**src/logic/bscan_pkg.sv**
```systemverilog
// shared constants and types for the boundary-scan instruction decoder
package bscan_pkg;

  // instruction register geometry and opcodes
  localparam int          IR_W        = 4;
  localparam logic [3:0]  IR_EXTEST   = 4'h0;
  localparam logic [3:0]  IR_IDCODE   = 4'h1;
  localparam logic [3:0]  IR_SAMPLE   = 4'h2;
  localparam logic [3:0]  IR_CORE_RST = 4'hC;  // core_reset_instr
  localparam logic [3:0]  IR_BYPASS   = 4'hF;
  localparam logic [3:0]  IR_RESET    = IR_IDCODE; // power-up instruction
  localparam logic [3:0]  IR_CAPTURE  = 4'h1;  // fixed capture-ir pattern

  // identification word layout
  localparam int          ID_W        = 32;
  localparam int          VER_W       = 4;
  localparam int          PART_W      = 16;
  localparam int          MFR_W       = 11;
  localparam logic [0:0]  ID_LSB      = 1'h1;

  // boundary cell layout per pin, lsb nearest tdo
  localparam int          CELL_W      = 4;
  localparam int          CELL_ID     = 0;   // input data
  localparam int          CELL_OD     = 1;   // output data
  localparam int          CELL_OC     = 2;   // output control
  localparam int          CELL_PUD    = 3;   // pull-up disable

  // depth of the pin synchronisers
  localparam int          SYNC_W      = 2;

  // tap controller states, gray coded in listing order
  typedef enum logic [3:0] {
    TAP_RESET    = 4'h0,
    TAP_IDLE     = 4'h1,
    TAP_SEL_DR   = 4'h3,
    TAP_CAP_DR   = 4'h2,
    TAP_SH_DR    = 4'h6,
    TAP_EX1_DR   = 4'h7,
    TAP_PAUSE_DR = 4'h5,
    TAP_EX2_DR   = 4'h4,
    TAP_UPD_DR   = 4'hC,
    TAP_SEL_IR   = 4'hD,
    TAP_CAP_IR   = 4'hF,
    TAP_SH_IR    = 4'hE,
    TAP_EX1_IR   = 4'hA,
    TAP_PAUSE_IR = 4'hB,
    TAP_EX2_IR   = 4'h9,
    TAP_UPD_IR   = 4'h8
  } tap_state_e;

  // data register chosen by the current instruction
  typedef enum logic [1:0] {
    SEL_BYPASS = 2'h0,
    SEL_ID     = 2'h1,
    SEL_BSR    = 2'h3,
    SEL_RST    = 2'h2
  } dr_sel_e;

endpackage

```
**src/logic/tap_ctrl_fsm.sv**
```systemverilog
// sixteen-state test access port controller, stepped on tck rising edges
`timescale 1ns/100ps
module tap_ctrl_fsm
  import bscan_pkg::*;
(
  input  wire logic                 core_clk_in,  // system clock
  input  wire logic                 reset_in,     // async reset, high
  input  wire logic                 tck_rise_in,  // one-cycle tck rise
  input  wire logic                 tms_in,       // synchronised tms
  output bscan_pkg::tap_state_e     state_out     // current tap state
);
  import bscan_pkg::*;

  // whole state of this module
  typedef struct packed {
    tap_state_e st;  // controller state
  } fsm_s;

  fsm_s q;  // registered state
  fsm_s d;  // next state

  // next-state table, moves only on a tck rise
  always_comb
  begin
    d = q;
    if (tck_rise_in)
    begin
      case (q.st)
        TAP_RESET:    d.st = tms_in ? TAP_RESET  : TAP_IDLE;
        TAP_IDLE:     d.st = tms_in ? TAP_SEL_DR : TAP_IDLE;
        TAP_SEL_DR:   d.st = tms_in ? TAP_SEL_IR : TAP_CAP_DR;
        TAP_CAP_DR:   d.st = tms_in ? TAP_EX1_DR : TAP_SH_DR;
        TAP_SH_DR:    d.st = tms_in ? TAP_EX1_DR : TAP_SH_DR;
        TAP_EX1_DR:   d.st = tms_in ? TAP_UPD_DR : TAP_PAUSE_DR;
        TAP_PAUSE_DR: d.st = tms_in ? TAP_EX2_DR : TAP_PAUSE_DR;
        TAP_EX2_DR:   d.st = tms_in ? TAP_UPD_DR : TAP_SH_DR;
        TAP_UPD_DR:   d.st = tms_in ? TAP_SEL_DR : TAP_IDLE;
        TAP_SEL_IR:   d.st = tms_in ? TAP_RESET  : TAP_CAP_IR;
        TAP_CAP_IR:   d.st = tms_in ? TAP_EX1_IR : TAP_SH_IR;
        TAP_SH_IR:    d.st = tms_in ? TAP_EX1_IR : TAP_SH_IR;
        TAP_EX1_IR:   d.st = tms_in ? TAP_UPD_IR : TAP_PAUSE_IR;
        TAP_PAUSE_IR: d.st = tms_in ? TAP_EX2_IR : TAP_PAUSE_IR;
        TAP_EX2_IR:   d.st = tms_in ? TAP_UPD_IR : TAP_SH_IR;
        TAP_UPD_IR:   d.st = tms_in ? TAP_SEL_DR : TAP_IDLE;
        default:      d.st = TAP_RESET;  // illegal code recovers
      endcase
    end
  end

  // state register
  always_ff @(posedge core_clk_in or posedge reset_in)
  begin
    if (reset_in)
    begin
      q <= '{st: TAP_RESET};
    end
    else
    begin
      q <= d;
    end
  end

  assign state_out = q.st;

endmodule

```
**src/logic/boundary_scan_instruction_decode.sv**
```systemverilog
// boundary-scan instruction decode and data register selection
// Summary of operation
// - four-bit instruction register, sixteen codes
// - no highz; core reset floats outputs
// - lsb shifted in and out first
// - code 0x0 selects boundary chain
// - chain holds pull-up, control, data, analog
// - extest drives latched outputs immediately
// - extest capture samples external pins
// - shift-dr advances chain one bit
// - extest update-dr drives latches onto pins
// - code 0x1 selects 32-bit identification
// - identification is power-up instruction
// - idcode capture loads id, shifts out
// - code 0x2 preloads, pins stay functional
// - code 0xC selects unlatched core reset
// - code 0xF bypass, captures zero
// - id word: version, part, maker, one
`timescale 1ns/100ps
module boundary_scan_instruction_decode
  import bscan_pkg::*;
#(
  parameter int                PIN_N      = 8,      // scanned port pins
  parameter int                ANA_N      = 2,      // analog control bits
  parameter logic [3:0]        ID_VERSION = 4'h0,   // arbitrary value
  parameter logic [15:0]       ID_PART    = 16'h5A3C, // arbitrary value
  parameter logic [10:0]       ID_MFR     = 11'h2B1   // arbitrary value
)
(
  input  wire logic               core_clk_in,     // 125 mhz clock
  input  wire logic               reset_in,        // async reset, high
  input  wire logic               tck_in,          // tester clock pin
  input  wire logic               tms_in,          // tester mode pin
  input  wire logic               tdi_in,          // tester data in
  output logic                    tdo_out,         // tester data out
  output logic                    tdo_oe_out,      // tdo drive enable
  input  wire logic [PIN_N-1:0]   pin_in,          // pad input levels
  input  wire logic [PIN_N-1:0]   core_do_in,      // core output data
  input  wire logic [PIN_N-1:0]   core_oe_in,      // core output enable
  input  wire logic [PIN_N-1:0]   core_pullup_in,  // core pull-up enable
  input  wire logic [ANA_N-1:0]   core_ana_in,     // core analog control
  output logic      [PIN_N-1:0]   pin_do_out,      // pad output data
  output logic      [PIN_N-1:0]   pin_oe_out,      // pad output enable
  output logic      [PIN_N-1:0]   pin_pullup_out,  // pad pull-up enable
  output logic      [ANA_N-1:0]   ana_ctrl_out,    // analog control
  output logic                    core_reset_out,  // holds core in reset
  output logic      [IR_W-1:0]    instr_out        // active instruction
);
  import bscan_pkg::*;

  // chain length: four cells per pin, analog cells above them;
  // pin 0 input cell sits at bit 0, nearest tdo, so it leaves first
  // and the analog cells are the last bits a tester reads
  localparam int CH_W = CELL_W * PIN_N + ANA_N;

  // full id word, bit zero fixed high
  localparam logic [ID_W-1:0] ID_WORD =
    {ID_VERSION, ID_PART, ID_MFR, ID_LSB};

  // state of the block bar the tap controller; synchronisers, shift stages and pad
  // flops share one register process so reset reaches every bit
  // the same way and no bit has a second writer
  typedef struct packed {
    logic [SYNC_W:0]     tck_s;    // tck sync plus one history stage
    logic [SYNC_W-1:0]   tms_s;    // tms synchroniser
    logic [SYNC_W-1:0]   tdi_s;    // tdi synchroniser
    logic [PIN_N-1:0]    pin_s1;   // pad sync, first stage
    logic [PIN_N-1:0]    pin_s2;   // pad sync, second stage
    logic [IR_W-1:0]     ir_sh;    // instruction shift stage
    logic [IR_W-1:0]     ir;       // active instruction
    logic [CH_W-1:0]     bsr_sh;   // boundary chain shift stage
    logic [CH_W-1:0]     bsr_upd;  // boundary chain output latches
    logic [ID_W-1:0]     id_sh;    // identification shift stage
    logic                byp;      // bypass cell
    logic                rst_bit;  // core reset cell
    logic                tdo;      // tdo level
    logic                tdo_oe;   // tdo enable
    logic [PIN_N-1:0]    do_o;     // registered pad data
    logic [PIN_N-1:0]    oe_o;     // registered pad enable
    logic [PIN_N-1:0]    pu_o;     // registered pull-up
    logic [ANA_N-1:0]    ana_o;    // registered analog control
  } st_s;

  st_s           q;          // registered state
  st_s           d;          // next state
  tap_state_e    tap_st;     // tap controller state
  logic          tck_rise;   // one-cycle tck rising edge
  logic          tck_fall;   // one-cycle tck falling edge
  logic [CH_W-1:0] cap_vec;  // values captured into the chain
  logic [PIN_N-1:0] lat_od;  // latched output data per pin
  logic [PIN_N-1:0] lat_oc;  // latched output control per pin
  logic [PIN_N-1:0] lat_pud; // latched pull-up disable per pin
  dr_sel_e       dr_sel;     // data register in the path

  // edges seen only from stages past the first synchroniser flop;
  // tck runs far slower than core_clk_in, so sampling is safe;
  // limitation: each tck phase must span at least three core clocks
  // or an edge is lost, which caps tck near a sixth of the core rate
  assign tck_rise = q.tck_s[1] & ~q.tck_s[2];
  assign tck_fall = ~q.tck_s[1] & q.tck_s[2];

  // tap controller steps on each sampled tck rise
  tap_ctrl_fsm u_tap (
    .core_clk_in (core_clk_in),
    .reset_in    (reset_in),
    .tck_rise_in (tck_rise),
    .tms_in      (q.tms_s[1]),
    .state_out   (tap_st)
  );

  // per-pin cell wiring: capture sources and latched outputs;
  // the pull-up cell holds a disable, so the core's enable is
  // inverted on capture and inverted back on the way to the pad
  generate
    for (genvar i = 0; i < PIN_N; i++)
    begin : g_cell
      // pad level captured, not the core's view of it
      assign cap_vec[CELL_W*i+CELL_ID]  = q.pin_s2[i];
      assign cap_vec[CELL_W*i+CELL_OD]  = core_do_in[i];
      assign cap_vec[CELL_W*i+CELL_OC]  = core_oe_in[i];
      assign cap_vec[CELL_W*i+CELL_PUD] = ~core_pullup_in[i];
      assign lat_od[i]  = q.bsr_upd[CELL_W*i+CELL_OD];
      assign lat_oc[i]  = q.bsr_upd[CELL_W*i+CELL_OC];
      assign lat_pud[i] = q.bsr_upd[CELL_W*i+CELL_PUD];
    end
  endgenerate

  // analog interface cells sit above the pin cells
  assign cap_vec[CH_W-1 -: ANA_N] = core_ana_in;

  // instruction decode into a data register choice; decoding from
  // the active instruction, not the shift stage, keeps the path
  // steady while a new code is being shifted in
  always_comb
  begin
    case (q.ir)
      IR_EXTEST:   dr_sel = SEL_BSR;
      IR_SAMPLE:   dr_sel = SEL_BSR;
      IR_IDCODE:   dr_sel = SEL_ID;
      IR_CORE_RST: dr_sel = SEL_RST;
      IR_BYPASS:   dr_sel = SEL_BYPASS;
      // no highz code: any other opcode falls to bypass
      default:     dr_sel = SEL_BYPASS;
    endcase
  end

  // next-state logic for shifting, capture, update and pads
  always_comb
  begin
    d = q;

    // two-flop synchronisers for every pin-sourced input
    d.tck_s  = {q.tck_s[SYNC_W-1:0], tck_in};
    d.tms_s  = {q.tms_s[0], tms_in};
    d.tdi_s  = {q.tdi_s[0], tdi_in};
    d.pin_s1 = pin_in;
    d.pin_s2 = q.pin_s1;

    // work done on the tck rising edge, old tap state; the tap
    // module moves on this same clock, so tap_st is still the
    // state being left, as the capture and shift steps require
    if (tck_rise)
    begin
      case (tap_st)
        TAP_RESET:
        begin
          // logic reset returns to the identification path; the
          // reset cell is left alone, so a held core stays held
          d.ir = IR_RESET;
        end
        TAP_CAP_IR:
        begin
          d.ir_sh = IR_CAPTURE;
        end
        TAP_SH_IR:
        begin
          // new bit enters at the top, lsb leaves first
          d.ir_sh = {q.tdi_s[1], q.ir_sh[IR_W-1:1]};
        end
        TAP_CAP_DR:
        begin
          case (dr_sel)
            SEL_BSR:    d.bsr_sh = cap_vec;
            SEL_ID:     d.id_sh  = ID_WORD;
            SEL_BYPASS: d.byp    = 1'h0;
            // reset cell keeps its value so the hold survives
            default:    d.rst_bit = q.rst_bit;
          endcase
        end
        TAP_SH_DR:
        begin
          // one position per tck, tdi at msb, tdo from lsb
          case (dr_sel)
            SEL_BSR:
              d.bsr_sh = {q.tdi_s[1], q.bsr_sh[CH_W-1:1]};
            SEL_ID:
              d.id_sh = {q.tdi_s[1], q.id_sh[ID_W-1:1]};
            SEL_RST:
              d.rst_bit = q.tdi_s[1];
            default:
              d.byp = q.tdi_s[1];
          endcase
        end
        default:
        begin
          d.byp = q.byp;  // other states hold everything
        end
      endcase
    end

    // work done on the tck falling edge
    if (tck_fall)
    begin
      // tdo changes on the fall so the tester samples it on the rise;
      // a full half period of margin beats tracking the rise itself,
      // at the cost of tdo lagging the pin fall by three core clocks
      case (tap_st)
        TAP_SH_IR:
        begin
          d.tdo    = q.ir_sh[0];
          d.tdo_oe = 1'h1;
        end
        TAP_SH_DR:
        begin
          case (dr_sel)
            SEL_BSR: d.tdo = q.bsr_sh[0];
            SEL_ID:  d.tdo = q.id_sh[0];
            SEL_RST: d.tdo = q.rst_bit;
            default: d.tdo = q.byp;
          endcase
          d.tdo_oe = 1'h1;
        end
        TAP_UPD_IR:
        begin
          // the new code takes over only here, so a half-shifted
          // instruction never reaches the decode
          d.ir     = q.ir_sh;
          d.tdo_oe = 1'h0;
        end
        TAP_UPD_DR:
        begin
          // preload and extest both fill the output latches
          if (dr_sel == SEL_BSR)
          begin
            d.bsr_upd = q.bsr_sh;
          end
          d.tdo_oe = 1'h0;
        end
        default:
        begin
          d.tdo_oe = 1'h0;  // tdo floats outside shifting
        end
      endcase
    end

    // pad drive: latches only while extest is the active code,
    // so preload never disturbs the running core; the switch
    // follows instr one clock later, with no wait for an update
    // pass, which is why extest must be preceded by a preload
    if (q.ir == IR_EXTEST)
    begin
      d.do_o  = lat_od;
      d.oe_o  = lat_oc;
      d.pu_o  = ~lat_pud;
      d.ana_o = q.bsr_upd[CH_W-1 -: ANA_N];
    end
    else
    begin
      d.do_o  = core_do_in;
      d.oe_o  = core_oe_in;
      d.pu_o  = core_pullup_in;
      d.ana_o = core_ana_in;
    end
  end

  // single state register; reset loads constants only;
  // the instruction comes up as identification so a tester can
  // read the id word with no instruction scan first
  always_ff @(posedge core_clk_in or posedge reset_in)
  begin
    if (reset_in)
    begin
      q    <= '0;
      q.ir <= IR_RESET;
      q.ir_sh <= IR_RESET;
    end
    else
    begin
      q <= d;
    end
  end

  // every output straight from a flop; the pads therefore lag
  // their sources by one core clock, which a tester never sees
  // at tck rates the synchronisers allow
  assign tdo_out        = q.tdo;
  assign tdo_oe_out     = q.tdo_oe;
  assign pin_do_out     = q.do_o;
  assign pin_oe_out     = q.oe_o;
  assign pin_pullup_out = q.pu_o;
  assign ana_ctrl_out   = q.ana_o;
  // reset cell feeds the core directly, no update latch, so the
  // core sits in reset (pads tri-stated) while the bit is one
  assign core_reset_out = q.rst_bit;
  assign instr_out      = q.ir;

endmodule

```
**config.mk**
```make
export PLATFORM = sky130hd
export DESIGN_NAME = boundary_scan_instruction_decode
export DESIGN_NICKNAME = d
export VERILOG_FILES = /design/src/logic/bscan_pkg.sv /design/src/logic/tap_ctrl_fsm.sv /design/src/logic/boundary_scan_instruction_decode.sv
export SDC_FILE = /design/constraint.sdc
export NUM_CORES = 1
export LEC_CHECK = 0
export BUFFER_PORTS_ARGS = -buffer_cell sky130_fd_sc_hd__buf_4
export CAP_MARGIN = 20
export CORE_MARGIN = 2
export CORE_UTILIZATION = 47
export DETAILED_ROUTE_END_ITERATION = 12
export PLACE_DENSITY_LB_ADDON = 0.1
export RECOVER_POWER = 25
export SYNTH_ARGS = -nofsm -noshare
export SYNTH_HDL_FRONTEND = slang
export SYNTH_SLANG_ARGS = --single-unit
```
**constraint.sdc**
```tcl
create_clock -name core_clk_in -period 4.88 [get_ports core_clk_in]
set_input_delay 0.488 -clock core_clk_in [delete_from_list [all_inputs] [get_ports core_clk_in]]
set_output_delay 0.488 -clock core_clk_in [all_outputs]
set_load 0.1 [all_outputs]
```
==> key figures, run 1 <==
Outcome
  • Status: finished with violations
  • Failing checks: capacitance limit, slew limit

Timing
  • Final Max Slew Viols: 111
  • Setup TNS: 0 ps
  • Slew @ Worst Pin: 2290 ps
  • Relative slew slack: -0.525
  • RSZ-0062 raised after global routing: no
  • Setup skew after layout: 6.89 ps
  • Hold Fails Final Rpt: 0
  • Final setup viols: 0
  • Min Tclk post-route: 2330 ps
  • Fmax: 430 MHz
  • Crit share post-route: 0.477

Logic synthesis
  • Area leader, netlist: dfrtp_1
  • Post-synth top flop: dfrtp_1
  • EDFF count, synth: 0
  • Most numerous cell in the Yosys netlist: nand2_1
  • Commonest cells post-synth: nand2_1 (171), dfrtp_1 (155), nor2_1 (51), buf_4 (38)
  • Synth warn: 0
  • Synth cell types: 49
  • #FFs+latches synth: 157
  • Sequential element share of the synthesized area: 0.578
  • Ys async rst share: 1.00
  • Top cells by area, synth: dfrtp_1 (57%), nand2_1 (9.4%), mux2_4 (4.4%)
  • Syn_nets: 679
  • Synth Area per Inst: 10.6 um^2
  • Synthesized area: 6800 um^2
  • Yosys top cell area share: 0.570
  • Post-Syn Instances: 640

Clock network
  • Setup repair bufs after CTS: 0
  • Clock Latency Late Sink: 420 ps
  • CTS sink cnt: 157
  • Root buffer cell: clkbuf_16
  • Clock Pin Slew Worst Setup and Hold Paths: 60 ps
  • Longest Clk Path Bufs: 2
  • CTS tree: built
  • CTS buffer count: 17
  • # resized after CTS: 0
  • CTS hold repair buffers: 0
  • CTS H-tree lvls: 4

Power and ir drop
  • Pwr Density: 621 nW/um^2
  • Overall power: 4.82 mW
  • Leak: 3.68 nW
  • Peak supply drop: 0.362 mV

Final layout
  • Footprint of the multi-input gates: 2340 um^2
  • Seq. cell area: 3930 um^2
  • Layout cells sized above 1: 0.265
  • # fillers: 1219
  • Fin cells: 859
  • Area grow syn2layout: 14.1%
  • Ant. Diodes: 0
  • Net count reported at finish: 705

Floorplanning
  • Core area: 14000 um^2
  • Core Rows: 43
  • Die width: 124 um
  • Die Area: 15500 um^2
  • Die Ht: 124 um
  • Ports: 72
  • Initial Util: 0.486

Global route
  • Largest net degree at the start of global routing: 111
  • Initial antenna violation count: 0
  • GRT Total Usage: 0.175
  • Vias in the first global route: 4344
  • First-pass GRT wire length: 21800 um
  • Total grt overflow: 0

Place
  • Input/output buffers: 71
  • Placed insts: 825
  • Final GP Congestion: 0.804
  • DP HPWL: 7970 um

Detailed routing
  • DR vias/cell: 5.17
  • Final WL: 12900 um
  • Drt first pass iters: 4
  • Vias: 4445
  • WL/cell: 15.1 um
  • Antenna viol nets, final: 0
  • DRC: 0
  • Starting DRT DRC Count: 333

Critical path
  • Worst Path Required: 5390 ps
  • Arr. time, crit path: 2830 ps
  • Worst-path fanout max: 110
  • CP Class: input pin to asynchronous set/reset pin
  • CP endpoint kind: asynchronous set/reset pin
  • CP Launch Type: input pin

Job
  • MaxCap Viol Count: 1

Min path
  • Worst min path class: input pin to flip-flop
[cell usage in the layout, fill, tap and decap left out, types with 5 or more instances in the layout]
master     synthesis  layout
o21ai_2           28      28
buf_4             38      64
nor3_1             6       6
clkbuf_4           0      11
a21oi_1           11      11
nor2_1            51      51
a31oi_1           28      28
mux2_4            20      20
o211ai_1           8       8
dfrtp_1          155     155
clkbuf_16          0      17
mux2_2             7       7
clkbuf_8           0       5
inv_1             11      10
nand3_1            7       7
o21ai_0           12      12
nand2_1          171     171
o21a_1             8       8
[logic make-up after synthesis]
family          after synthesis  share of synthesized area
flops                       157                      0.578
mux                          30                     0.0601
simple gates                259                      0.168
buf+inv                      82                     0.0780
compound gates              112                      0.116
[critical path: stages]
cell,delay (ps)
clkbuf_1,90
clkinvlp_4,1430
buf_4,720
[sequential cells by signal, indices dropped and copies added (netlist names), 4 cells and up]
signal,count
u_tap.state_out,4
pin_oe_out,8
pin_do_out,8
instr_out,4
pin_pullup_out,8
d,12
lat_pud,8
q,76
lat_od,8
cap_vec,8
lat_oc,8
[worst paths after layout]
path                       depth (start not counted)                      startpoint  slack (ps)                    endpoint
min                                                1                       pin_in[7]         190            d[145]$_DFF_PP0_
max                                                3                        reset_in        2550          q[106]$_DFFE_PP0P_
max in group core_clk_in                           4  u_tap.state_out[1]$_DFFE_PP0P_        2620  core_reset_out$_DFFE_PP0P_
min in group asynchronous                          2                        reset_in         770            d[138]$_DFF_PP0_
max reg2reg                                        4  u_tap.state_out[1]$_DFFE_PP0P_        2620  core_reset_out$_DFFE_PP0P_
min reg2reg                                        0                d[141]$_DFF_PP0_         350       cap_vec[12]$_DFF_PP0_
[per-stage QoR]
stage                     setup slack [ps]  area, um^2   util  hold slack [ps]
after global placement                2380        7120  0.509              333
after floorplan                        160        6800      -              331
after detailed placement              2320        7120  0.509              335
final                                 2550        7760  0.555              193
after global routing                  2070        7760  0.555              172
after CTS                             2300        7720  0.552              151
[layout make-up]
cell class,count,area share
Clock inverter,10,0.0144
Sequential cell,157,0.507
Tap cell,180,0.0290
Multi-Input combinational cell,401,0.302
Timing Repair Buffer,78,0.0785
Inverter,11,0.00581
Clock buffer,22,0.0637
[metal layers]
layer,global-route usage,wire length (um)
met5,0,0
met4,0.0562,136
met3,0.0464,575
met2,0.280,6230
met1,0.235,6000
[where the power goes]
group	switching (mW)	internal, mW
registers	0.266	1.66
logic	1.09	0.471
clock network	0.507	0.818
(Power assumes the default switching activity.)
==> inputs of run 2 (changes only) <==
==> constraint.sdc (replaced) <==
create_clock -name core_clk_in -period 2.4 [get_ports core_clk_in]
set_input_delay 0.24 -clock core_clk_in [delete_from_list [all_inputs] [get_ports core_clk_in]]
set_output_delay 0.24 -clock core_clk_in [all_outputs]
set_load 0.1 [all_outputs]
==> run 2 against run 1 <==
The run now ends clean. Hold slack worse by 170 ps. Cell count is 2.1% higher. Critical path depth did not move. Total power increased by 110%. Register-to-register slack worse by 2300 ps. Setup slack got worse by 2200 ps. Clock power increased by 130%. Flip-flop and latch count stayed put. Sequential share of layout area decreased by 1.7 points. Non-clock buffer count grew 18. Utilization grew 1.9 points. Die area unchanged. Largest power group unchanged.
==> key figures, run 2 (synthesis gave the netlist of run 1 again) <==
Final layout
  • Footprint of the multi-input gates: 2340 um^2
  • Layout cells sized above 1: 0.265
  • Finished Cell Area: 8030 um^2
  • Area grow syn2layout: 18.0%
  • Fin cells: 877
  • Max reg flops: 76
  • Most frequent cells in the layout: nand2_1 (171), dfrtp_1 (155), buf_4 (66), nor2_1 (51)
  • # fillers: 1196
  • Ant. Diodes: 0
  • Seq. cell area: 3930 um^2
  • Commonest non-fill, non-tap cell in the layout: nand2_1
  • Net count reported at finish: 723
  • Largest Register: q

Power and ir drop
  • Int Pwr: 6.35 mW
  • Seq pwr share: 0.383
  • Leak: 3.80 nW
  • Pwr Density: 1270 nW/um^2
  • Clock power share: 0.299
  • Comb pwr share: 0.318
  • P_sw: 3.83 mW
  • Switching Share: 0.376
  • Peak supply drop: 0.548 mV

Critical path
  • Worst-path fanout max: 26
  • Worst path buffer plus inverter count: 0
  • Critical-path top delay cell: dfrtp_1
  • CP Class: flip-flop to flip-flop
  • CP endpoint kind: flip-flop
  • Largest stage delay, worst path: 600 ps
  • Arr. time, crit path: 2390 ps
  • Worst Path Required: 2700 ps
  • Worst R2R Setup Slack: 310 ps
  • CP delay by family, top: simple AND/OR/NAND/NOR gates
  • Critical path cell sequence: and2_1 -> nand4_4 -> mux2_4
  • CP Launch Type: flip-flop

Clock network
  • Root buffer cell: clkbuf_16
  • CTS buffer count: 17
  • Clock Pin Slew Worst Setup and Hold Paths: 60 ps
  • CTS tree: built
  • CTS sink cnt: 157
  • # resized after CTS: 0
  • CTS H-tree lvls: 4
  • Clock Latency Late Sink: 420 ps
  • Longest Clk Path Bufs: 2
  • Setup repair bufs after CTS: 0

Global route
  • First-pass GRT wire length: 23000 um
  • Total grt overflow: 0
  • Initial antenna violation count: 0
  • Vias in the first global route: 4562
  • GRT Total Usage: 0.185
  • Largest net degree at the start of global routing: 69

Place
  • Dpl cell area: 7240 um^2
  • Placed insts: 833
  • Final GP Congestion: 0.827
  • Input/output buffers: 71
  • Worst Setup Slack post-DPL: 305 ps
  • DP HPWL: 8360 um

Min path
  • Worst min path class: input pin to flip-flop

Timing
  • Relative slew slack: 0.0836
  • Setup TNS: 0 ps
  • Min Hold Slack: 27.3 ps
  • Setup skew after layout: 8.18 ps
  • Hold Fails Final Rpt: 0
  • Min Tclk post-route: 2090 ps
  • Crit share post-route: 0.869
  • Final setup viols: 0
  • Fmax: 479 MHz
  • Slew @ Worst Pin: 1370 ps
  • Final Max Slew Viols: 0
  • RSZ-0062 raised after global routing: no
  • Worst setup margin: 314 ps

Detailed routing
  • Drt first pass iters: 5
  • DRC: 0
  • Final WL: 13200 um
  • Antenna viol nets, final: 0
  • Starting DRT DRC Count: 310
  • DR vias/cell: 5.18
  • Vias: 4539
  • WL/cell: 15.1 um

Floorplanning
  • Die Area: 15500 um^2
  • Core Rows: 43
  • Initial Util: 0.486
  • Ports: 72
  • Core area: 14000 um^2
  • Die width: 124 um
  • Die Ht: 124 um

Job
  • MaxCap Viol Count: 0

Outcome
  • Status: finished, final reports clean
-- run 2: layer usage --
layer  routed length [um]  share of wire  vias to the layer above  global-route usage
met2                 6310           0.48                      111               0.291
met3                  552          0.042                       20              0.0464
li1                     -              -                     2212                   -
met1                 6090           0.46                     2196               0.246
met5                    0              0                        -                   0
met4                  251          0.019                        0              0.0747
-- run 2: power by group through the flow --
stage | Combinational, mW | Clock [mW] | Sequential (mW)
after floorplan | 2.82 | 0 | 3.83
after CTS | 3.28 | 3.11 | 3.90
after global routing | 3.49 | 3.25 | 4.00
final | 3.24 | 3.04 | 3.90
after global placement | 3.19 | 0 | 3.92
after detailed placement | 3.25 | 0 | 3.94
-- run 2: tightest hold or removal path, stage by stage --
cell and delay, ps:
buf_4 80, nand2_1 40, nand2_1 50
-- run 2: path summary, 6_finish.rpt --
check	startpoint	end	depth (start not counted)
min in group asynchronous	reset_in	ana_ctrl_out[1]$_DFF_PP0_	3
max reg2reg	u_tap.state_out[2]$_DFFE_PP0P_	lat_od[2]$_DFFE_PP0P_	3
min reg2reg	d[141]$_DFF_PP0_	cap_vec[12]$_DFF_PP0_	0
min	core_do_in[0]	pin_do_out[0]$_DFF_PP0_	3
max	u_tap.state_out[2]$_DFFE_PP0P_	lat_od[2]$_DFFE_PP0P_	3
max in group asynchronous	reset_in	q[160]$_DFF_PP0_	4
-- run 2: cell type report --
type	instances	share of cell area
multi-input combinational	401	0.292
clock buffer	19	0.0552
timing repair buffer	96	0.101
tap	180	0.0281
sequential	157	0.490
inverter	11	0.00530
clock inverter	13	0.0293
-- run 2: stage by stage --
| stage | total power [mW] | util |
|---|---|---|
| after floorplan | 6.65 | - |
| after global placement | 7.11 | 0.517 |
| after detailed placement | 7.19 | 0.517 |
| after CTS | 10.3 | 0.574 |
| after global routing | 10.7 | 0.574 |
| final | 10.2 | 0.574 |
-- run 2: repair_timing --
item / 4_1_cts / 5_1_grt
hold buffers: 12 / 0
setup endpoints to repair: 0 / 0
hold endpoints to repair: 32 / 0
==> inputs of run 3 (changes only) <==
--- a/config.mk
+++ b/config.mk
@@ -6,9 +6,10 @@
 export NUM_CORES = 1
 export LEC_CHECK = 0
 export BUFFER_PORTS_ARGS = -buffer_cell sky130_fd_sc_hd__buf_4
-export CAP_MARGIN = 20
+export CAP_MARGIN = 5
 export CORE_MARGIN = 2
 export CORE_UTILIZATION = 47
+export CTS_BUF_LIST = sky130_fd_sc_hd__clkbuf_8
 export DETAILED_ROUTE_END_ITERATION = 12
 export PLACE_DENSITY_LB_ADDON = 0.1
 export RECOVER_POWER = 25
==> run 3 against run 2 <==
Die area unchanged. Routed wire length increased by 0.43%. Largest power group unchanged. Sequential power about the same. Non-clock buffer count increased by 18. Critical path type unchanged. Total power decreased by 6.7%. Combinational power about the same. Fmax increased by 0.16%. Clock skew increased by 3.5 ps.
==> key figures, run 3 (synthesis gave the netlist of run 1 again) <==
Clock network
  • # resized after CTS: 0
  • CTS sink cnt: 157
  • Root buffer cell: clkbuf_8
  • Longest Clk Path Bufs: 2
  • Setup repair bufs after CTS: 0
  • CTS H-tree lvls: 4
  • Clock Pin Slew Worst Setup and Hold Paths: 80 ps
  • CTS tree: built
  • CTS hold repair buffers: 30
  • Clock Latency Late Sink: 450 ps
  • CTS buffer count: 17

Global route
  • Initial antenna violation count: 0
  • Vias in the first global route: 4598
  • Total grt overflow: 0
  • First-pass GRT wire length: 23000 um
  • Largest net degree at the start of global routing: 69
  • GRT Total Usage: 0.186

Final layout
  • # fillers: 1211
  • Most frequent cells in the layout: nand2_1 (171), dfrtp_1 (155), buf_4 (66), nor2_1 (51), dlygate4sd3_1 (30)
  • Seq. cell area: 3930 um^2
  • Max reg flops: 76
  • Layout cells sized above 1: 0.259
  • Commonest non-fill, non-tap cell in the layout: nand2_1
  • Footprint of the multi-input gates: 2340 um^2
  • Post-layout util: 0.573
  • Ant. Diodes: 0
  • Fin cells: 895
  • Net count reported at finish: 741
  • Finished Cell Area: 8020 um^2
  • Largest Register: q
  • Area grow syn2layout: 17.9%

Critical path
  • Worst Path Required: 2730 ps
  • Critical-path top delay cell: nand4_4
  • Worst-case reg-to-reg path depth: 3
  • Worst path buffer plus inverter count: 0
  • Arr. time, crit path: 2410 ps
  • Worst r2r src: u_tap.state_out[1]$_DFFE_PP0P_
  • Worst R2R Setup Slack: 320 ps
  • CP endpoint kind: flip-flop
  • CP delay by family, top: simple AND/OR/NAND/NOR gates
  • CP Launch Type: flip-flop
  • Reg2Reg Capture Point: lat_od[6]$_DFFE_PP0P_
  • Largest stage delay, worst path: 590 ps
  • Critical path cell sequence: nor2_1 -> nand4_4 -> mux2_4
  • CP Class: flip-flop to flip-flop
  • Worst-path fanout max: 26

Min path
  • Min-delay src: core_pullup_in[1]
  • Worst Hold Endpoint: pin_pullup_out[1]$_DFF_PP0_
  • Worst min path class: input pin to flip-flop
  • Hold depth: 3

Place
  • Input/output buffers: 71
  • Dpl cell area: 7240 um^2
  • DP HPWL: 8360 um
  • Final GP Congestion: 0.827
  • Placed insts: 833

Power and ir drop
  • Pwr Density: 1190 nW/um^2
  • Switching Share: 0.394
  • Peak supply drop: 0.544 mV
  • P_sw: 3.75 mW
  • Comb pwr share: 0.343
  • Leak: 3.79 nW
  • Int Pwr: 5.75 mW
  • Clock power share: 0.247
  • Seq pwr share: 0.410

Timing
  • Slew @ Worst Pin: 1340 ps
  • Setup TNS: 0 ps
  • Relative slew slack: 0.104
  • RSZ-0062 raised after global routing: no
  • Crit share post-route: 0.868
  • Final Max Slew Viols: 0
  • Min Tclk post-route: 2080 ps
  • Hold Fails Final Rpt: 0
  • Final setup viols: 0
  • Fmax: 480 MHz
  • Setup skew after layout: 11.7 ps

Floorplanning
  • Core Rows: 43
  • Initial Util: 0.486
  • Die Ht: 124 um
  • Core area: 14000 um^2
  • Die width: 124 um
  • Die Area: 15500 um^2
  • Ports: 72

Detailed routing
  • DRC: 0
  • Final WL: 13300 um
  • Vias: 4561
  • DR vias/cell: 5.10
  • Drt first pass iters: 4
  • Antenna viol nets, final: 0
  • Starting DRT DRC Count: 284
  • WL/cell: 14.8 um

Job
  • MaxCap Viol Count: 0

Outcome
  • Status: finished, final reports clean
## run 3: cell count changes in the layout (fill, tap and decap cells not counted)
| cell | previous run | this run |
|---|---|---|
| inv_1 | 10 | 11 |
| clkbuf_16 | 17 | 0 |
| dlygate4sd3_1 | 12 | 30 |
| clkbuf_1 | 2 | 1 |
| clkbuf_8 | 1 | 18 |
## run 3: area by class of cell
cell class	count	area share
tap	180	0.0281
timing repair buffer	114	0.123
clock inverter	14	0.0298
inverter	11	0.00531
sequential	157	0.490
multi-input combinational	401	0.292
clock buffer	18	0.0309
## run 3: power groups by stage
| stage | Combinational (mW) | Sequential [mW] | Clock, mW |
|---|---|---|---|
| final | 3.26 | 3.89 | 2.35 |
| after global routing | 3.51 | 3.99 | 2.56 |
| after CTS | 3.29 | 3.89 | 2.42 |
| after detailed placement | 3.25 | 3.94 | 0 |
| after global placement | 3.19 | 3.92 | 0 |
| after floorplan | 2.82 | 3.83 | 0 |
## run 3: worst max-delay path by stage
| stage | start | to | slack, ps | depth (start not counted) |
|---|---|---|---|---|
| floorplan | reset_in | ana_ctrl_out[0]$_DFF_PP0_ | 170 | 1 |
| global placement | instr_out[2]$_DFF_PP0_ | lat_oc[0]$_DFFE_PP0P_ | 360 | 3 |
| detailed placement | instr_out[2]$_DFF_PP0_ | lat_oc[0]$_DFFE_PP0P_ | 300 | 3 |
| CTS | instr_out[2]$_DFF_PP0_ | lat_od[2]$_DFFE_PP0P_ | 290 | 3 |
| global route | u_tap.state_out[2]$_DFFE_PP0P_ | lat_od[6]$_DFFE_PP0P_ | 190 | 3 |
| finish | u_tap.state_out[1]$_DFFE_PP0P_ | lat_od[6]$_DFFE_PP0P_ | 320 | 3 |
## run 3: tightest hold or removal path, delay by kind of cell
| kind | cells | cell delay [ps] |
|---|---|---|
| and+or+nand+nor | 1 | 40 |
| AOI/OAI and AO/OA | 1 | 70 |
| buffers and inverters | 1 | 100 |
## run 3: per-layer routing
| metal | vias up | part of all wire | global-route usage | wire (um) |
|---|---|---|---|---|
| met3 | 11 | 0.044 | 0.0447 | 583 |
| met4 | 0 | 0.010 | 0.0806 | 134 |
| met5 | - | 0 | 0 | 0 |
| met1 | 2225 | 0.46 | 0.249 | 6120 |
| met2 | 94 | 0.48 | 0.290 | 6420 |
| li1 | 2231 | - | - | - |
## run 3: stage by stage
stage          total power, mW  setup slack [ps]  hold slack (ps)
2_1_floorplan             6.65               175              271
3_3_place_gp              7.11               359              333
3_5_place_dp              7.19               305              335
4_1_cts                   9.61               295             1.94
5_1_grt                   10.1               189             9.07
6_report                  9.50               318             36.0
